### src/core/tx_link_admin_pkg.sv
// Constants and carrier types for the transmit link administration registers
package tx_link_admin_pkg;
	localparam int ADDR_W = 16;
	localparam int IDX_W = 14;
	localparam logic [13:0] IDX_ADD_LINK = 14'h0333;
	localparam logic [13:0] IDX_LINK_ID0 = 14'h0336;
	localparam logic [13:0] IDX_LINK_ID7 = 14'h033D;
	localparam logic [13:0] IDX_ACTIVE = 14'h0345;
	localparam logic [13:0] IDX_MODE = 14'h0346;
	localparam logic [13:0] IDX_GRP_CNT = 14'h0401;
	localparam logic [13:0] IDX_LNK_CNT = 14'h0402;
	localparam logic [13:0] IDX_INTEG0 = 14'h0403;
	localparam logic [13:0] IDX_INTEG3 = 14'h0406;
	localparam logic [15:0] RST_ZERO = 16'h0000;
	localparam logic [15:0] RST_ACTIVE = 16'h0000;
	localparam logic [15:0] RST_MODE = 16'hFFFF;
	localparam logic [15:0] RST_INTEG = 16'h0C0C;
	localparam logic [15:0] MASK_LINK_ID = 16'h1F1F;
	localparam logic [15:0] MASK_INTEG = 16'h0FFF;
	localparam logic [15:0] MASK_GRP_CNT = 16'h00FF;
	localparam int ADD_EN_BIT = 3;
	localparam int ADD_GRP_LSB = 0;
	localparam int ID_LO_LSB = 0;
	localparam int ID_HI_LSB = 8;
	localparam int ID_W = 5;
	localparam int INTEG_LO_LSB = 0;
	localparam int INTEG_HI_LSB = 8;
	localparam int CODE_W = 4;
	localparam int EXP_W = 5;
	localparam logic [4:0] PERIOD_BASE_EXP = 5'h08;
	localparam logic [3:0] CODE_RESERVED = 4'hF;
	localparam logic [1:0] RESP_OKAY = 2'h0;
	localparam logic [1:0] RESP_SLVERR = 2'h2;
	typedef struct packed {
		logic [13:0] idx;
		logic [15:0] data;
		logic [1:0] strb;
	} reg_wr_t;
endpackage : tx_link_admin_pkg

### src/core/period_code_decode.sv
// Integration period code to cycle-count exponent for one group
`timescale 1ns/1ps
`default_nettype none
module period_code_decode (
	input wire logic i_mclk,
	input wire logic i_rst_n,
	input wire logic i_present,
	input wire logic [tx_link_admin_pkg::CODE_W-1:0] i_code,
	output logic [tx_link_admin_pkg::EXP_W-1:0] o_exp
);
	// Reserved code keeps the last good period rather than inventing one
	wire logic code_ok = (i_code != tx_link_admin_pkg::CODE_RESERVED);
	wire logic [tx_link_admin_pkg::EXP_W-1:0] nxt_exp = !i_present ? '0 :
		code_ok ? tx_link_admin_pkg::PERIOD_BASE_EXP + {1'b0, i_code} : o_exp;
	always_ff @(posedge i_mclk or negedge i_rst_n) begin
		if (!i_rst_n) o_exp <= '0;
		else o_exp <= nxt_exp;
	end
endmodule : period_code_decode
`default_nettype wire

### src/core/reg_axil_port.sv
// AXI4-Lite slave handshake for the 16-bit register bank
`timescale 1ns/1ps
`default_nettype none
module reg_axil_port (
	input wire logic i_mclk,
	input wire logic i_rst_n,
	input wire logic [tx_link_admin_pkg::ADDR_W-1:0] i_awaddr,
	input wire logic i_awvalid,
	output logic o_awready,
	input wire logic [31:0] i_wdata,
	input wire logic [3:0] i_wstrb,
	input wire logic i_wvalid,
	output logic o_wready,
	output logic [1:0] o_bresp,
	output logic o_bvalid,
	input wire logic i_bready,
	input wire logic i_arvalid,
	output logic o_arready,
	output logic [31:0] o_rdata,
	output logic [1:0] o_rresp,
	output logic o_rvalid,
	input wire logic i_rready,
	input wire logic [15:0] i_rd_data,
	input wire logic i_rd_ok,
	input wire logic i_wr_ok,
	output tx_link_admin_pkg::reg_wr_t o_wr,
	output logic o_wr_en
);
	logic aw_ff, w_ff;
	logic [13:0] idx_ff;
	logic [15:0] data_ff;
	logic [1:0] strb_ff;
	wire logic aw_take = i_awvalid && o_awready;
	wire logic w_take = i_wvalid && o_wready;
	wire logic ar_take = i_arvalid && o_arready;
	// Both halves are held so address and data may arrive in either order
	assign o_wr_en = aw_ff && w_ff && !o_bvalid;
	assign o_wr = '{idx: idx_ff, data: data_ff, strb: strb_ff};
	assign o_awready = !aw_ff && !o_bvalid;
	assign o_wready = !w_ff && !o_bvalid;
	assign o_arready = !o_rvalid;
	always_ff @(posedge i_mclk or negedge i_rst_n) begin
		if (!i_rst_n) begin
			aw_ff <= 1'b0;
			w_ff <= 1'b0;
			idx_ff <= '0;
			data_ff <= '0;
			strb_ff <= '0;
			o_bvalid <= 1'b0;
			o_bresp <= tx_link_admin_pkg::RESP_OKAY;
		end else begin
			if (aw_take) idx_ff <= i_awaddr[15:2];
			if (w_take) data_ff <= i_wdata[15:0];
			if (w_take) strb_ff <= i_wstrb[1:0];
			aw_ff <= o_wr_en ? 1'b0 : (aw_ff || aw_take);
			w_ff <= o_wr_en ? 1'b0 : (w_ff || w_take);
			if (o_wr_en) begin
				o_bvalid <= 1'b1;
				o_bresp <= i_wr_ok ? tx_link_admin_pkg::RESP_OKAY : tx_link_admin_pkg::RESP_SLVERR;
			end else if (i_bready) begin
				o_bvalid <= 1'b0;
			end
		end
	end
	always_ff @(posedge i_mclk or negedge i_rst_n) begin
		if (!i_rst_n) begin
			o_rvalid <= 1'b0;
			o_rdata <= '0;
			o_rresp <= tx_link_admin_pkg::RESP_OKAY;
		end else if (ar_take) begin
			o_rvalid <= 1'b1;
			o_rdata <= {16'h0000, i_rd_data};
			o_rresp <= i_rd_ok ? tx_link_admin_pkg::RESP_OKAY : tx_link_admin_pkg::RESP_SLVERR;
		end else if (i_rready) begin
			o_rvalid <= 1'b0;
		end
	end
endmodule : reg_axil_port
`default_nettype wire

### src/core/tx_link_admin_regs.sv
// Transmit link administration register bank with AXI4-Lite access
//
// Added by the designer: the AXI4-Lite slave port.
`timescale 1ns/1ps
`default_nettype none
module tx_link_admin_regs #(
	parameter int NUM_GROUPS = 8
) (
	input wire logic i_mclk,
	input wire logic i_rst_n,
	input wire logic [15:0] i_awaddr,
	input wire logic i_awvalid,
	output logic o_awready,
	input wire logic [31:0] i_wdata,
	input wire logic [3:0] i_wstrb,
	input wire logic i_wvalid,
	output logic o_wready,
	output logic [1:0] o_bresp,
	output logic o_bvalid,
	input wire logic i_bready,
	input wire logic [15:0] i_araddr,
	input wire logic i_arvalid,
	output logic o_arready,
	output logic [31:0] o_rdata,
	output logic [1:0] o_rresp,
	output logic o_rvalid,
	input wire logic i_rready,
	input wire logic [15:0] i_link_group_mode,
	input wire logic [15:0] i_link_started,
	output logic o_add_link_req,
	output logic [2:0] o_add_link_group,
	output logic [15:0][4:0] o_link_id,
	output logic [15:0] o_link_count_user,
	output logic [7:0] o_group_count_user,
	output logic [7:0][4:0] o_integ_exp
);
	////////////////////////////////////////////////////////////////////////////
	localparam logic [7:0] GRP_PRESENT = 8'((1 << NUM_GROUPS) - 1);
	tx_link_admin_pkg::reg_wr_t wr;
	logic wr_en;
	logic [3:0] add_ctl_ff;
	logic [7:0][12:0] link_id_ff;
	logic [3:0][11:0] integ_ff;
	logic [7:0] grp_cnt_ff;
	logic [15:0] lnk_cnt_ff;
	logic [15:0] active_ff;
	logic [15:0] mode_ff;
	// Answers from the decodes below, declared ahead of the port that uses them
	logic [15:0] rd_data;
	logic rd_ok;
	logic wr_ok;

	reg_axil_port u_port (
		.i_mclk(i_mclk),
		.i_rst_n(i_rst_n),
		.i_awaddr(i_awaddr),
		.i_awvalid(i_awvalid),
		.o_awready(o_awready),
		.i_wdata(i_wdata),
		.i_wstrb(i_wstrb),
		.i_wvalid(i_wvalid),
		.o_wready(o_wready),
		.o_bresp(o_bresp),
		.o_bvalid(o_bvalid),
		.i_bready(i_bready),
		.i_arvalid(i_arvalid),
		.o_arready(o_arready),
		.o_rdata(o_rdata),
		.o_rresp(o_rresp),
		.o_rvalid(o_rvalid),
		.i_rready(i_rready),
		.i_rd_data(rd_data),
		.i_rd_ok(rd_ok),
		.i_wr_ok(wr_ok),
		.o_wr(wr),
		.o_wr_en(wr_en)
	);

	////////////////////////////////////////////////////////////////////////////
	// Write decode; unmapped words answer SLVERR and change nothing
	wire logic [15:0] wmask = {{8{wr.strb[1]}}, {8{wr.strb[0]}}};
	wire logic w_add = wr.idx == tx_link_admin_pkg::IDX_ADD_LINK;
	wire logic w_id = wr.idx >= tx_link_admin_pkg::IDX_LINK_ID0 && wr.idx <= tx_link_admin_pkg::IDX_LINK_ID7;
	wire logic w_grp = wr.idx == tx_link_admin_pkg::IDX_GRP_CNT;
	wire logic w_lnk = wr.idx == tx_link_admin_pkg::IDX_LNK_CNT;
	wire logic w_int = wr.idx >= tx_link_admin_pkg::IDX_INTEG0 && wr.idx <= tx_link_admin_pkg::IDX_INTEG3;
	wire logic w_ro = wr.idx == tx_link_admin_pkg::IDX_ACTIVE || wr.idx == tx_link_admin_pkg::IDX_MODE;
	assign wr_ok = w_add || w_id || w_grp || w_lnk || w_int || w_ro;
	wire logic [13:0] w_id_off = wr.idx - tx_link_admin_pkg::IDX_LINK_ID0;
	wire logic [13:0] w_int_off = wr.idx - tx_link_admin_pkg::IDX_INTEG0;
	wire logic [2:0] w_id_sel = w_id_off[2:0];
	wire logic [1:0] w_int_sel = w_int_off[1:0];
	wire logic [15:0] id_old = {3'b000, link_id_ff[w_id_sel]};
	wire logic [15:0] int_old = {4'h0, integ_ff[w_int_sel]};
	wire logic [15:0] id_new = ((id_old & ~wmask) | (wr.data & wmask)) & tx_link_admin_pkg::MASK_LINK_ID;
	wire logic [15:0] int_new = ((int_old & ~wmask) | (wr.data & wmask)) & tx_link_admin_pkg::MASK_INTEG;
	wire logic [15:0] grp_new = (({8'h00, grp_cnt_ff} & ~wmask) | (wr.data & wmask)) & tx_link_admin_pkg::MASK_GRP_CNT;
	wire logic [15:0] lnk_new = (lnk_cnt_ff & ~wmask) | (wr.data & wmask);

	////////////////////////////////////////////////////////////////////////////
	// Read decode on the live address; the port samples it at the handshake
	wire logic [13:0] ridx = i_araddr[15:2];
	wire logic r_add = ridx == tx_link_admin_pkg::IDX_ADD_LINK;
	wire logic r_id = ridx >= tx_link_admin_pkg::IDX_LINK_ID0 && ridx <= tx_link_admin_pkg::IDX_LINK_ID7;
	wire logic r_act = ridx == tx_link_admin_pkg::IDX_ACTIVE;
	wire logic r_mode = ridx == tx_link_admin_pkg::IDX_MODE;
	wire logic r_grp = ridx == tx_link_admin_pkg::IDX_GRP_CNT;
	wire logic r_lnk = ridx == tx_link_admin_pkg::IDX_LNK_CNT;
	wire logic r_int = ridx >= tx_link_admin_pkg::IDX_INTEG0 && ridx <= tx_link_admin_pkg::IDX_INTEG3;
	assign rd_ok = r_add || r_id || r_act || r_mode || r_grp || r_lnk || r_int;
	wire logic [13:0] r_id_off = ridx - tx_link_admin_pkg::IDX_LINK_ID0;
	wire logic [13:0] r_int_off = ridx - tx_link_admin_pkg::IDX_INTEG0;
	wire logic [15:0] rd_id = {3'b000, link_id_ff[r_id_off[2:0]]};
	wire logic [15:0] rd_int = {4'h0, integ_ff[r_int_off[1:0]]};
	// Add-link word reads as all zero, whatever was written
	assign rd_data =
		r_id ? rd_id :
		r_act ? active_ff :
		r_mode ? mode_ff :
		r_grp ? {8'h00, grp_cnt_ff} :
		r_lnk ? lnk_cnt_ff :
		r_int ? rd_int :
		tx_link_admin_pkg::RST_ZERO;

	////////////////////////////////////////////////////////////////////////////
	// Only bit 3 and the group number act; the pattern in 9:4 is not checked
	wire logic add_wr = wr_en && w_add && wr.strb[0];
	always_ff @(posedge i_mclk or negedge i_rst_n) begin
		if (!i_rst_n) add_ctl_ff <= 4'h0;
		else if (add_wr) add_ctl_ff <= wr.data[3:0];
	end

	always_ff @(posedge i_mclk or negedge i_rst_n) begin
		if (!i_rst_n) begin
			link_id_ff <= '0;
			integ_ff <= {4{tx_link_admin_pkg::RST_INTEG[11:0]}};
			grp_cnt_ff <= tx_link_admin_pkg::RST_ZERO[7:0];
			lnk_cnt_ff <= tx_link_admin_pkg::RST_ZERO;
		end else if (wr_en) begin
			if (w_id) link_id_ff[w_id_sel] <= id_new[12:0];
			if (w_int) integ_ff[w_int_sel] <= int_new[11:0];
			if (w_grp) grp_cnt_ff <= grp_new[7:0];
			if (w_lnk) lnk_cnt_ff <= lnk_new;
		end
	end

	// Status follows the transmit engine each cycle; bus writes never reach it
	always_ff @(posedge i_mclk or negedge i_rst_n) begin
		if (!i_rst_n) begin
			active_ff <= tx_link_admin_pkg::RST_ACTIVE;
			mode_ff <= tx_link_admin_pkg::RST_MODE;
		end else begin
			active_ff <= i_link_group_mode & i_link_started;
			mode_ff <= ~i_link_group_mode;
		end
	end

	////////////////////////////////////////////////////////////////////////////
	// Control outputs
	always_ff @(posedge i_mclk or negedge i_rst_n) begin
		if (!i_rst_n) begin
			o_add_link_req <= 1'b0;
			o_add_link_group <= 3'h0;
			o_link_count_user <= '0;
			o_group_count_user <= '0;
		end else begin
			o_add_link_req <= add_ctl_ff[tx_link_admin_pkg::ADD_EN_BIT];
			o_add_link_group <= add_ctl_ff[2:0];
			o_link_count_user <= lnk_cnt_ff;
			o_group_count_user <= grp_cnt_ff & GRP_PRESENT;
		end
	end

	genvar k;
	generate
		for (k = 0; k < 16; k++) begin : g_link
			wire logic [4:0] id_k = (k < 8) ? link_id_ff[k % 8][4:0] : link_id_ff[k % 8][12:8];
			// A plain-mode link never sees its identifier
			always_ff @(posedge i_mclk or negedge i_rst_n) begin
				if (!i_rst_n) o_link_id[k] <= '0;
				else o_link_id[k] <= i_link_group_mode[k] ? id_k : 5'h00;
			end
		end
		for (k = 0; k < 8; k++) begin : g_grp
			wire logic [3:0] code_k = (k < 4) ? integ_ff[k % 4][3:0] : integ_ff[k % 4][11:8];
			period_code_decode u_dec (
				.i_mclk(i_mclk),
				.i_rst_n(i_rst_n),
				.i_present(GRP_PRESENT[k]),
				.i_code(code_k),
				.o_exp(o_integ_exp[k])
			);
		end
	endgenerate

	////////////////////////////////////////////////////////////////////////////
	// Checks
	logic rd_add_q, rd_int_q, rd_grp_q;
	always_ff @(posedge i_mclk or negedge i_rst_n) begin
		if (!i_rst_n) begin
			rd_add_q <= 1'b0;
			rd_int_q <= 1'b0;
			rd_grp_q <= 1'b0;
		end else if (i_arvalid && o_arready) begin
			rd_add_q <= r_add;
			rd_int_q <= r_int;
			rd_grp_q <= r_grp;
		end
	end

	a_add_reads_zero: assert property (@(posedge i_mclk) disable iff (!i_rst_n)
		o_rvalid && rd_add_q |-> o_rdata == 32'h00000000) else $error("add-link read not zero");
	a_add_join_out: assert property (@(posedge i_mclk) disable iff (!i_rst_n)
		wr_en && w_add && wr.strb[0] |-> ##2 o_add_link_req == $past(wr.data[3], 2)) else $error("add request wrong");
	a_id_plain_zero: assert property (@(posedge i_mclk) disable iff (!i_rst_n)
		!i_link_group_mode[0] |=> o_link_id[0] == 5'h00) else $error("plain link shows id");
	a_active_status: assert property (@(posedge i_mclk) disable iff (!i_rst_n)
		i_link_started[3] && !i_link_group_mode[3] |=> !active_ff[3] && mode_ff[3]) else $error("active without mode");
	a_mode_status: assert property (@(posedge i_mclk) disable iff (!i_rst_n)
		(i_link_group_mode == 16'h0000) [*2] |-> mode_ff == 16'hFFFF) else $error("mode status wrong");
	a_grp_upper_zero: assert property (@(posedge i_mclk) disable iff (!i_rst_n)
		o_rvalid && rd_grp_q |-> o_rdata[31:8] == 24'h000000) else $error("group select upper bits");
	a_lnk_cnt_write: assert property (@(posedge i_mclk) disable iff (!i_rst_n)
		wr_en && w_lnk && wr.strb == 2'b11 |-> ##2 o_link_count_user == $past(wr.data, 2)) else $error("link select lost");
	a_integ_upper_zero: assert property (@(posedge i_mclk) disable iff (!i_rst_n)
		o_rvalid && rd_int_q |-> o_rdata[15:12] == 4'h0) else $error("integration upper bits");
	a_absent_group: assert property (@(posedge i_mclk) disable iff (!i_rst_n)
		NUM_GROUPS < 8 |-> o_group_count_user[7] == 1'b0) else $error("absent group active");
	a_ro_write_ignored: assert property (@(posedge i_mclk) disable iff (!i_rst_n)
		wr_en && w_ro |=> $stable(lnk_cnt_ff) && $stable(grp_cnt_ff)) else $error("read-only write changed state");
	a_read_answer: assert property (@(posedge i_mclk) disable iff (!i_rst_n)
		i_arvalid && o_arready |=> o_rvalid) else $error("read answer late");
	a_write_answer: assert property (@(posedge i_mclk) disable iff (!i_rst_n)
		i_awvalid && o_awready && i_wvalid && o_wready |-> ##[1:2] o_bvalid) else $error("write answer late");
	a_resp_hold: assert property (@(posedge i_mclk) disable iff (!i_rst_n)
		o_bvalid && !i_bready |=> o_bvalid) else $error("write answer dropped");
	a_read_hold: assert property (@(posedge i_mclk) disable iff (!i_rst_n)
		o_rvalid && !i_rready |=> o_rvalid && $stable(o_rdata)) else $error("read answer dropped");
	a_rd_upper_zero: assert property (@(posedge i_mclk) disable iff (!i_rst_n)
		o_rvalid |-> o_rdata[31:16] == 16'h0000) else $error("read upper half not zero");
	a_wr_resp_err: assert property (@(posedge i_mclk) disable iff (!i_rst_n)
		wr_en && !wr_ok |=> o_bresp == tx_link_admin_pkg::RESP_SLVERR) else $error("unmapped write not refused");
	a_wr_resp_okay: assert property (@(posedge i_mclk) disable iff (!i_rst_n)
		wr_en && wr_ok |=> o_bresp == tx_link_admin_pkg::RESP_OKAY) else $error("mapped write refused");
	a_idle_no_change: assert property (@(posedge i_mclk) disable iff (!i_rst_n)
		!wr_en |=> $stable(add_ctl_ff) && $stable(link_id_ff) && $stable(integ_ff)) else $error("state moved");

	////////////////////////////////////////////////////////////////////////////
	// Status, identifier, add-link group and count-select follow-through
	a_active_follow: assert property (@(posedge i_mclk) disable iff (!i_rst_n)
		$past(i_rst_n) |-> active_ff == ($past(i_link_group_mode) & $past(i_link_started))) else $error("active stale");
	a_mode_follow: assert property (@(posedge i_mclk) disable iff (!i_rst_n)
		$past(i_rst_n) |-> mode_ff == ~$past(i_link_group_mode)) else $error("mode status stale");
	a_id_high_map: assert property (@(posedge i_mclk) disable iff (!i_rst_n)
		i_link_group_mode[15] |=> o_link_id[15] == $past(link_id_ff[7][12:8])) else $error("high link id wrong");
	a_id_plain_high: assert property (@(posedge i_mclk) disable iff (!i_rst_n)
		!i_link_group_mode[15] |=> o_link_id[15] == 5'h00) else $error("plain high link shows id");
	a_id_write_mask: assert property (@(posedge i_mclk) disable iff (!i_rst_n)
		wr_en && w_id |=> link_id_ff[$past(w_id_sel)][7:5] == 3'b000) else $error("id reserved bits kept");
	a_add_group_out: assert property (@(posedge i_mclk) disable iff (!i_rst_n)
		wr_en && w_add && wr.strb[0] |-> ##2 o_add_link_group == $past(wr.data[2:0], 2)) else $error("add group wrong");
	a_grp_cnt_write: assert property (@(posedge i_mclk) disable iff (!i_rst_n)
		wr_en && w_grp && wr.strb[0] |-> ##2 o_group_count_user == ($past(wr.data[7:0], 2) & GRP_PRESENT))
		else $error("group select lost");
	a_link_cnt_out: assert property (@(posedge i_mclk) disable iff (!i_rst_n)
		$past(i_rst_n) |-> o_link_count_user == $past(lnk_cnt_ff)) else $error("link select stale");

	////////////////////////////////////////////////////////////////////////////
	// Integration period checks
	a_reserved_code: assert property (@(posedge i_mclk) disable iff (!i_rst_n)
		integ_ff[0][3:0] == tx_link_admin_pkg::CODE_RESERVED |=> $stable(o_integ_exp[0]))
		else $error("reserved code moved period");
	a_exp_range: assert property (@(posedge i_mclk) disable iff (!i_rst_n)
		o_integ_exp[0] <= 5'h16) else $error("period exponent out of range");
	a_absent_exp: assert property (@(posedge i_mclk) disable iff (!i_rst_n)
		!GRP_PRESENT[7] |-> o_integ_exp[7] == 5'h00) else $error("absent group has period");
	a_integ_write: assert property (@(posedge i_mclk) disable iff (!i_rst_n)
		wr_en && w_int && wr.strb == 2'b11 |=> integ_ff[$past(w_int_sel)] == $past(wr.data[11:0]))
		else $error("integration write lost");

	// Main scenarios
	c_add_link: cover property (@(posedge i_mclk) disable iff (!i_rst_n) wr_en && w_add && wr.data[3]);
	c_reserved_code: cover property (@(posedge i_mclk) disable iff (!i_rst_n)
		integ_ff[0][3:0] == tx_link_admin_pkg::CODE_RESERVED);
	c_unmapped_write: cover property (@(posedge i_mclk) disable iff (!i_rst_n) wr_en && !wr_ok);
	c_int_read: cover property (@(posedge i_mclk) disable iff (!i_rst_n) o_rvalid && rd_int_q);
	c_link_active: cover property (@(posedge i_mclk) disable iff (!i_rst_n) active_ff != 16'h0000);
endmodule : tx_link_admin_regs
`default_nettype wire

### config.mk
export PLATFORM = sky130hd
export DESIGN_NAME = tx_link_admin_regs
export DESIGN_NICKNAME = d
export VERILOG_FILES = /design/src/core/tx_link_admin_pkg.sv /design/src/core/period_code_decode.sv /design/src/core/reg_axil_port.sv /design/src/core/tx_link_admin_regs.sv
export SDC_FILE = /design/constraint.sdc
export NUM_CORES = 1
export LEC_CHECK = 0
export ABC_AREA = 1
export BUFFER_PORTS_ARGS = -buffer_cell sky130_fd_sc_hd__buf_4
export CAP_MARGIN = 20
export CORE_MARGIN = 10
export CORE_UTILIZATION = 57
export CTS_CLUSTER_DIAMETER = 120
export DETAILED_ROUTE_END_ITERATION = 7
export PLACE_DENSITY = 0.81
export SLEW_MARGIN = 20
export SYNTH_ARGS = -nofsm -noshare
export SYNTH_HDL_FRONTEND = slang
export SYNTH_SLANG_ARGS = --single-unit
### constraint.sdc
create_clock -name i_mclk -period 2.7 [get_ports i_mclk]
set_input_delay 0.54 -clock i_mclk [delete_from_list [all_inputs] [get_ports i_mclk]]
set_output_delay 0.54 -clock i_mclk [all_outputs]
set_load 0.01 [all_outputs]
# Word level (Yosys, flattened, before mapping)
# Cells that the tools add are included.
dict set report classes {
  addsub 12
  n_lt_le_gt_ge 14
  eq_ne 18
  muxes 44
  bitwise 12
  n_reduce_logical 39
}
# op n
set op_table {}
lappend op_table {{$bwmux W104} 1}
lappend op_table {{$eq A14 B10 Y1 const B} 6}
lappend op_table {{$mux W16} 5}
lappend op_table {{$mux W5} 16}
lappend op_table {{$bmux W13 S3} 2}
lappend op_table {{$eq A14 B11 Y1 const B} 4}
lappend op_table {{$and A16 B16 Y16} 3}
lappend op_table {{$bmux W12 S2} 2}
lappend op_table {{$bwmux W48} 1}
lappend op_table {{$mux W12} 4}
lappend op_table {{$add A4 B4 Y5 const A} 8}
lappend op_table {{$demux W13 S3} 1}
lappend op_table {{$mux W13} 3}
lappend op_table {{$ne A4 B4 Y1 const B} 8}
lappend op_table {{$not A16 Y16} 2}
lappend op_table {{$ge A14 B10 Y1 const B} 2}
lappend op_table {{$ge A14 B11 Y1 const B} 2}
lappend op_table {{$le A14 B10 Y1 const B} 2}
lappend op_table {{$le A14 B11 Y1 const B} 2}
lappend op_table {{$demux W12 S2} 1}
lappend op_table {{$or A16 B16 Y16} 1}
lappend op_table {{$logic_and A1 B1 Y1} 15}
lappend op_table {{$logic_or A1 B1 Y1} 14}
lappend op_table {{$and A13 B13 Y13} 1}
lappend op_table {{other kinds (16)} 33}
dict set report word_totals {
  reg_bits 416
  inputBits 107
  output_inout_bits 189
  elab_cells 194
}

# Logic depth before layout (Yosys ltp)
dict set report depth {
  ltp_word 9
  ltp_mapped 18
  depth_no_buf 15
}

# By module
# Synthesis repeated with hierarchy kept, for this count alone.
dict set report hier_totals {
  cells_unflattened 2328
  hier_area_um2 18639.1
}
# module instances cells_per_inst area_per_inst_um2 seq_area_each_um2
set modules_own_cells {}
lappend modules_own_cells {tx_link_admin_regs 1 1852 14358.8 7447.1}
lappend modules_own_cells {reg_axil_port 1 252 2298.5 1351.3}
lappend modules_own_cells {period_code_decode 8 28 247.7 125.1}

# Least setup slack after synthesis
# No wires, ideal clock.
dict set report synth_path {
  path_type {input-to-reg}
  from {in i_araddr[2]}
  to {reg u_port.o_rdata[8]}
  setup_time_ps 66
  arrival_ps 2496
  required_ps 2634
  path_slack_ps 138
  stages 18
  cell_sequence {buf_2 -> inv_1 -> clkbuf_1 -> buf_2 -> ha_1 -> clkbuf_1 -> clkinv_1 -> a21oi_1 -> o21ai_0 -> nand2_1 -> nand2_1 -> nor2_1 -> nand2_1 -> nand3b_1 -> nand2_1 -> nand2_1 -> nand2_1 -> nand2_1}
}
dict set report synth_via {
  elab_chain_cells 9
}
# item line_no
set synth_lines {}
lappend synth_lines {{start, declared} tx_link_admin_regs.sv:21} ;# input wire logic [15:0] i_araddr,
lappend synth_lines {{parallel branches: the longest is 8 deep, another holds $ge A14 B11 Y1} -}
lappend synth_lines {{$mux W16 *} tx_link_admin_regs.sv:117} ;# r_id ? rd_id :
lappend synth_lines {{end signal, assigned} reg_axil_port.sv:72} ;# o_rdata <= {16'h0000, i_rd_data};
lappend synth_lines {{end, declared} reg_axil_port.sv:19} ;# output logic [31:0] o_rdata,
# Mark *: on every way between the ends. The select of a mux whose other input is x is not followed.
# A chain may end at the register's enable or synchronous reset.

# Worst setup path after layout
dict set report layout_path {
  from {reg u_port.idx_ff[1]}
  to {reg link_id_ff, in the netlist g_link[4].id_k[0]}
}
dict set report layout_via {
  elab_chain_cells 6
}
# item line_no
set layout_lines {}
lappend layout_lines {{start, declared} reg_axil_port.sv:30} ;# logic [13:0] idx_ff;
lappend layout_lines {{start signal, assigned} reg_axil_port.sv:52} ;# if (aw_take) idx_ff <= i_awaddr[15:2];
lappend layout_lines {{$sub A3 B3 Y3} tx_link_admin_regs.sv:89} ;# wire logic [13:0] w_id_off = wr.idx - tx_link_admin_pkg::IDX_LINK_ID0;
lappend layout_lines {{$lt A3 B4 Y1 (implied by the code) (tied with other cells)} tx_link_admin_regs.sv:140} ;# if (w_id) link_id_ff[w_id_sel] <= id_new[12:0];
lappend layout_lines {{$logic_and A1 B1 Y1 (implied by the code) or $mux W13 (tied branches)} {tx_link_admin_regs.sv:140, tx_link_admin_regs.sv:93}}
lappend layout_lines {{$mux W13 (implied by the code) or $and A13 B13 Y13 (tied branches)} {tx_link_admin_regs.sv:140, tx_link_admin_regs.sv:95}}
lappend layout_lines {{$demux W13 S3 or $or A13 B13 Y13 (tied branches)} {tx_link_admin_regs.sv:140, tx_link_admin_regs.sv:95}}
lappend layout_lines {{$bwmux W104} tx_link_admin_regs.sv:140}
lappend layout_lines {{end signal, assigned by index} tx_link_admin_regs.sv:140}
lappend layout_lines {{end, declared} tx_link_admin_regs.sv:42} ;# logic [7:0][12:0] link_id_ff;
# Several ways; a longest one is shown, not always the timed one. The select of a mux whose other input is x is not followed.

==> results.toml <==
[outcome]
status = "complete, no violations"

[pwr]
p_per_area_nw_per_um2 = 773.3
vdd_ir_drop_max_mv = 0.8548
p_leak_nw = 11.49
p_total_mw = 16.51

[floorplanning]
die_w_um = 195.2
rows = 64
start_util_pct = 57.47
ios = 296
core_sq_um = 30430
dieArea_sq_um = 38090
die_h_um = 195.2

[sta]
hold_violations = 0
max_slew.worst_pin.slew_ps = 723.9
max-slew-margin-rel_pct = 51.62
finalSetupViolations = 0
slew_viol_final = 0
fmax_mhz = 395.7
setup_ws_ps = 173.1
skew_ps = 8.711
final.period_utilization_pct = 93.59
fin_setup_tns_ps = 0
rsz0062_at_grt = "no"
period_needed_ps = 2527

[cts]
cts_setup_buffers = 0
cts_made_buffers = 41
cts_tree = "yes"
clock_path_buffers = 3
cts.sinks = 390
cts_max_level = 2
clk_latency_ps = 530
root_buffer = "clkbuf_16"
path_clk_slew_ps = 60

[drt]
first_iter_violations = 1611
antenna_left = 0
drt-total-wl_mm = 55.14
vias = 15420
vias_per_cell = 5.566
wire_per_inst_um = 19.91
dr.pass1.iters = 6
drc_errors = 0

[critical_path]
critical_path_class = "register to register"
cp-start-kind = "register"
worst_setup_path_end_kind = "register"
crit_fanout = 10
arrival_ps = 2960
required_ps = 3130

[global_routing]
grtUsageTotal_pct = 28.53
grt_max_degree = 96
antenna_found_initial = 1
grt_pass1_wl_mm = 87.13
grt_pass1_vias = 15270
overflow = 0

[yosys]
yosys.area.top_type = "dfrtp_1"
syn_inst = 2080
synthTopCellsByCount = "nand2_1 (515), dfrtp_1 (358), inv_1 (278), o21ai_0 (240), nor2_1 (152)"
ys_top_cells_by_area = "dfrtp_1 (51%), nand2_1 (11%), o21ai_0 (6.9%)"
synth_cell_types = 41
yosysSeqAreaShare_pct = 56.03
yosysTopAreaCellShare_pct = 51.23
yosys_warnings = 0
synth-edff-count = 0
synth.avg_cell_area_sq_um = 8.408
syn_area_sq_um = 17490
synth_ff_type = "dfrtp_1"
synth_seq_cells = 390
async_flop_share_pct = 100.0
yosys.cell_count.top_type = "nand2_1"

[min_path]
hp-class = "primary input to register"

[place]
portBuffers = 255
routabilityCongestion = 0.9406
hpwlAfterDp_mm = 40.49
post-place-ws_ps = 198.9

[final_layout]
drive_gt1_share_pct = 18.50
layout.nets = 2466
syn_to_final_growth_pct = 22.08

[run]
maxCapViolations = 0
final cells by class:
class / count / area [sq um]
Inverter: 287 / 1081
Clock buffer: 60 / 1230
Antenna cell: 1 / 2.502
Multi-Input combinational cell: 1314 / 6163
Sequential cell: 390 / 9801
Tap cell: 396 / 495.5
Clock inverter: 12 / 163.9
Fill cell: 2399 / 9080
Timing Repair Buffer: 310 / 2412
placed cells by master (no fill, tap or decap), types with 18 or more instances in the layout:
| cell type | netlist | final |
|---|---|---|
| nand2_1 | 515 | 515 |
| dfrtp_1 | 358 | 357 |
| buf_4 | 20 | 302 |
| inv_1 | 278 | 276 |
| o21ai_0 | 240 | 240 |
| nor2_1 | 152 | 152 |
| a21oi_1 | 145 | 145 |
| nand3_1 | 64 | 64 |
| o21ai_1 | 51 | 51 |
| clkbuf_16 | 0 | 43 |
| o211ai_1 | 32 | 32 |
| dfstp_2 | 32 | 32 |
| nand4_1 | 20 | 20 |
| conb_1 | 1 | 18 |
state kept, by name, indices dropped and copies added (netlist names), 32 cells and up, named ones only:
signal / count
g_link.id_k: 80
o_link_id: 80
g_grp.u_dec.o_exp: 40
g_grp.code_k: 32
report_power, final:
group | internal, mW | leakage, nW | switching, mW
Clock | 3.53 | 0.692 | 2.28
Combinational | 1.27 | 5.64 | 3.04
Sequential | 6.17 | 5.17 | 0.219
worst max-delay path: stages, from the launching register on:
cell        delay (ps)
dfrtp_1            480
clkinvlp_4         270
ha_1               400
clkinv_1           290
buf_4              280
o211ai_1            90
nand3_1             90
nand2_1             70
inv_1              180
o21ai_0            280
layer usage:
metal  wire length, um  vias to the layer above  track usage (%)
li1                  -                     7131                -
met1             22680                     7503            38.15
met2             26280                      670            45.82
met3              4312                      114            5.122
met4              1867                        0            10.38
met5                 0                        -                0
kinds of logic after synthesis:
group	after synthesis	share of synthesized area (%)
simple gates	781	18.28
compound gates	485	14.55
buf+inv	393	9.086
flops	390	56.03
mux	15	0.9516
fa+ha+maj	15	1.073
other cells	1	0.02144
stage by stage:
step | area [sq um] | util (%) | instances | hold slack (ps)
floorplan | 17550 | - | 2097 | 244.4
global placement | 19940 | 65.53 | 2696 | 360.6
detailed placement | 19940 | 65.53 | 2696 | 376.9
CTS | 21340 | 70.14 | 2769 | 184.8
global route | 21350 | 70.16 | 2770 | 188.4
finish | 21350 | 70.16 | 2770 | 193.8
path summary, 6_finish.rpt:
kind | start | end | slack [ps] | depth (start not counted)
max | u_port.idx_ff[1] | g_link[4].id_k[0] | 170 | 9
min | i_link_started[11] | active_ff[11] | 190 | 3
max in group asynchronous | i_rst_n | u_port.idx_ff[0] | 1260 | 3
min in group asynchronous | i_rst_n | g_grp[2].u_dec.o_exp[4] | 560 | 2
min reg2reg | add_ctl_ff[1] | o_add_link_group[1] | 390 | 0
max reg2reg | u_port.idx_ff[1] | g_link[4].id_k[0] | 170 | 9
what timing repair did:
| item | 4_1_cts | 5_1_grt |
|---|---|---|
| resized for setup | 0 | 1 |
| endpoints found under the setup margin | 0 | 1 |
| hold buffers | 1 | 0 |
| hold endpoints to repair | 48 | 0 |
Note: power is estimated with default switching activity, not from simulation.
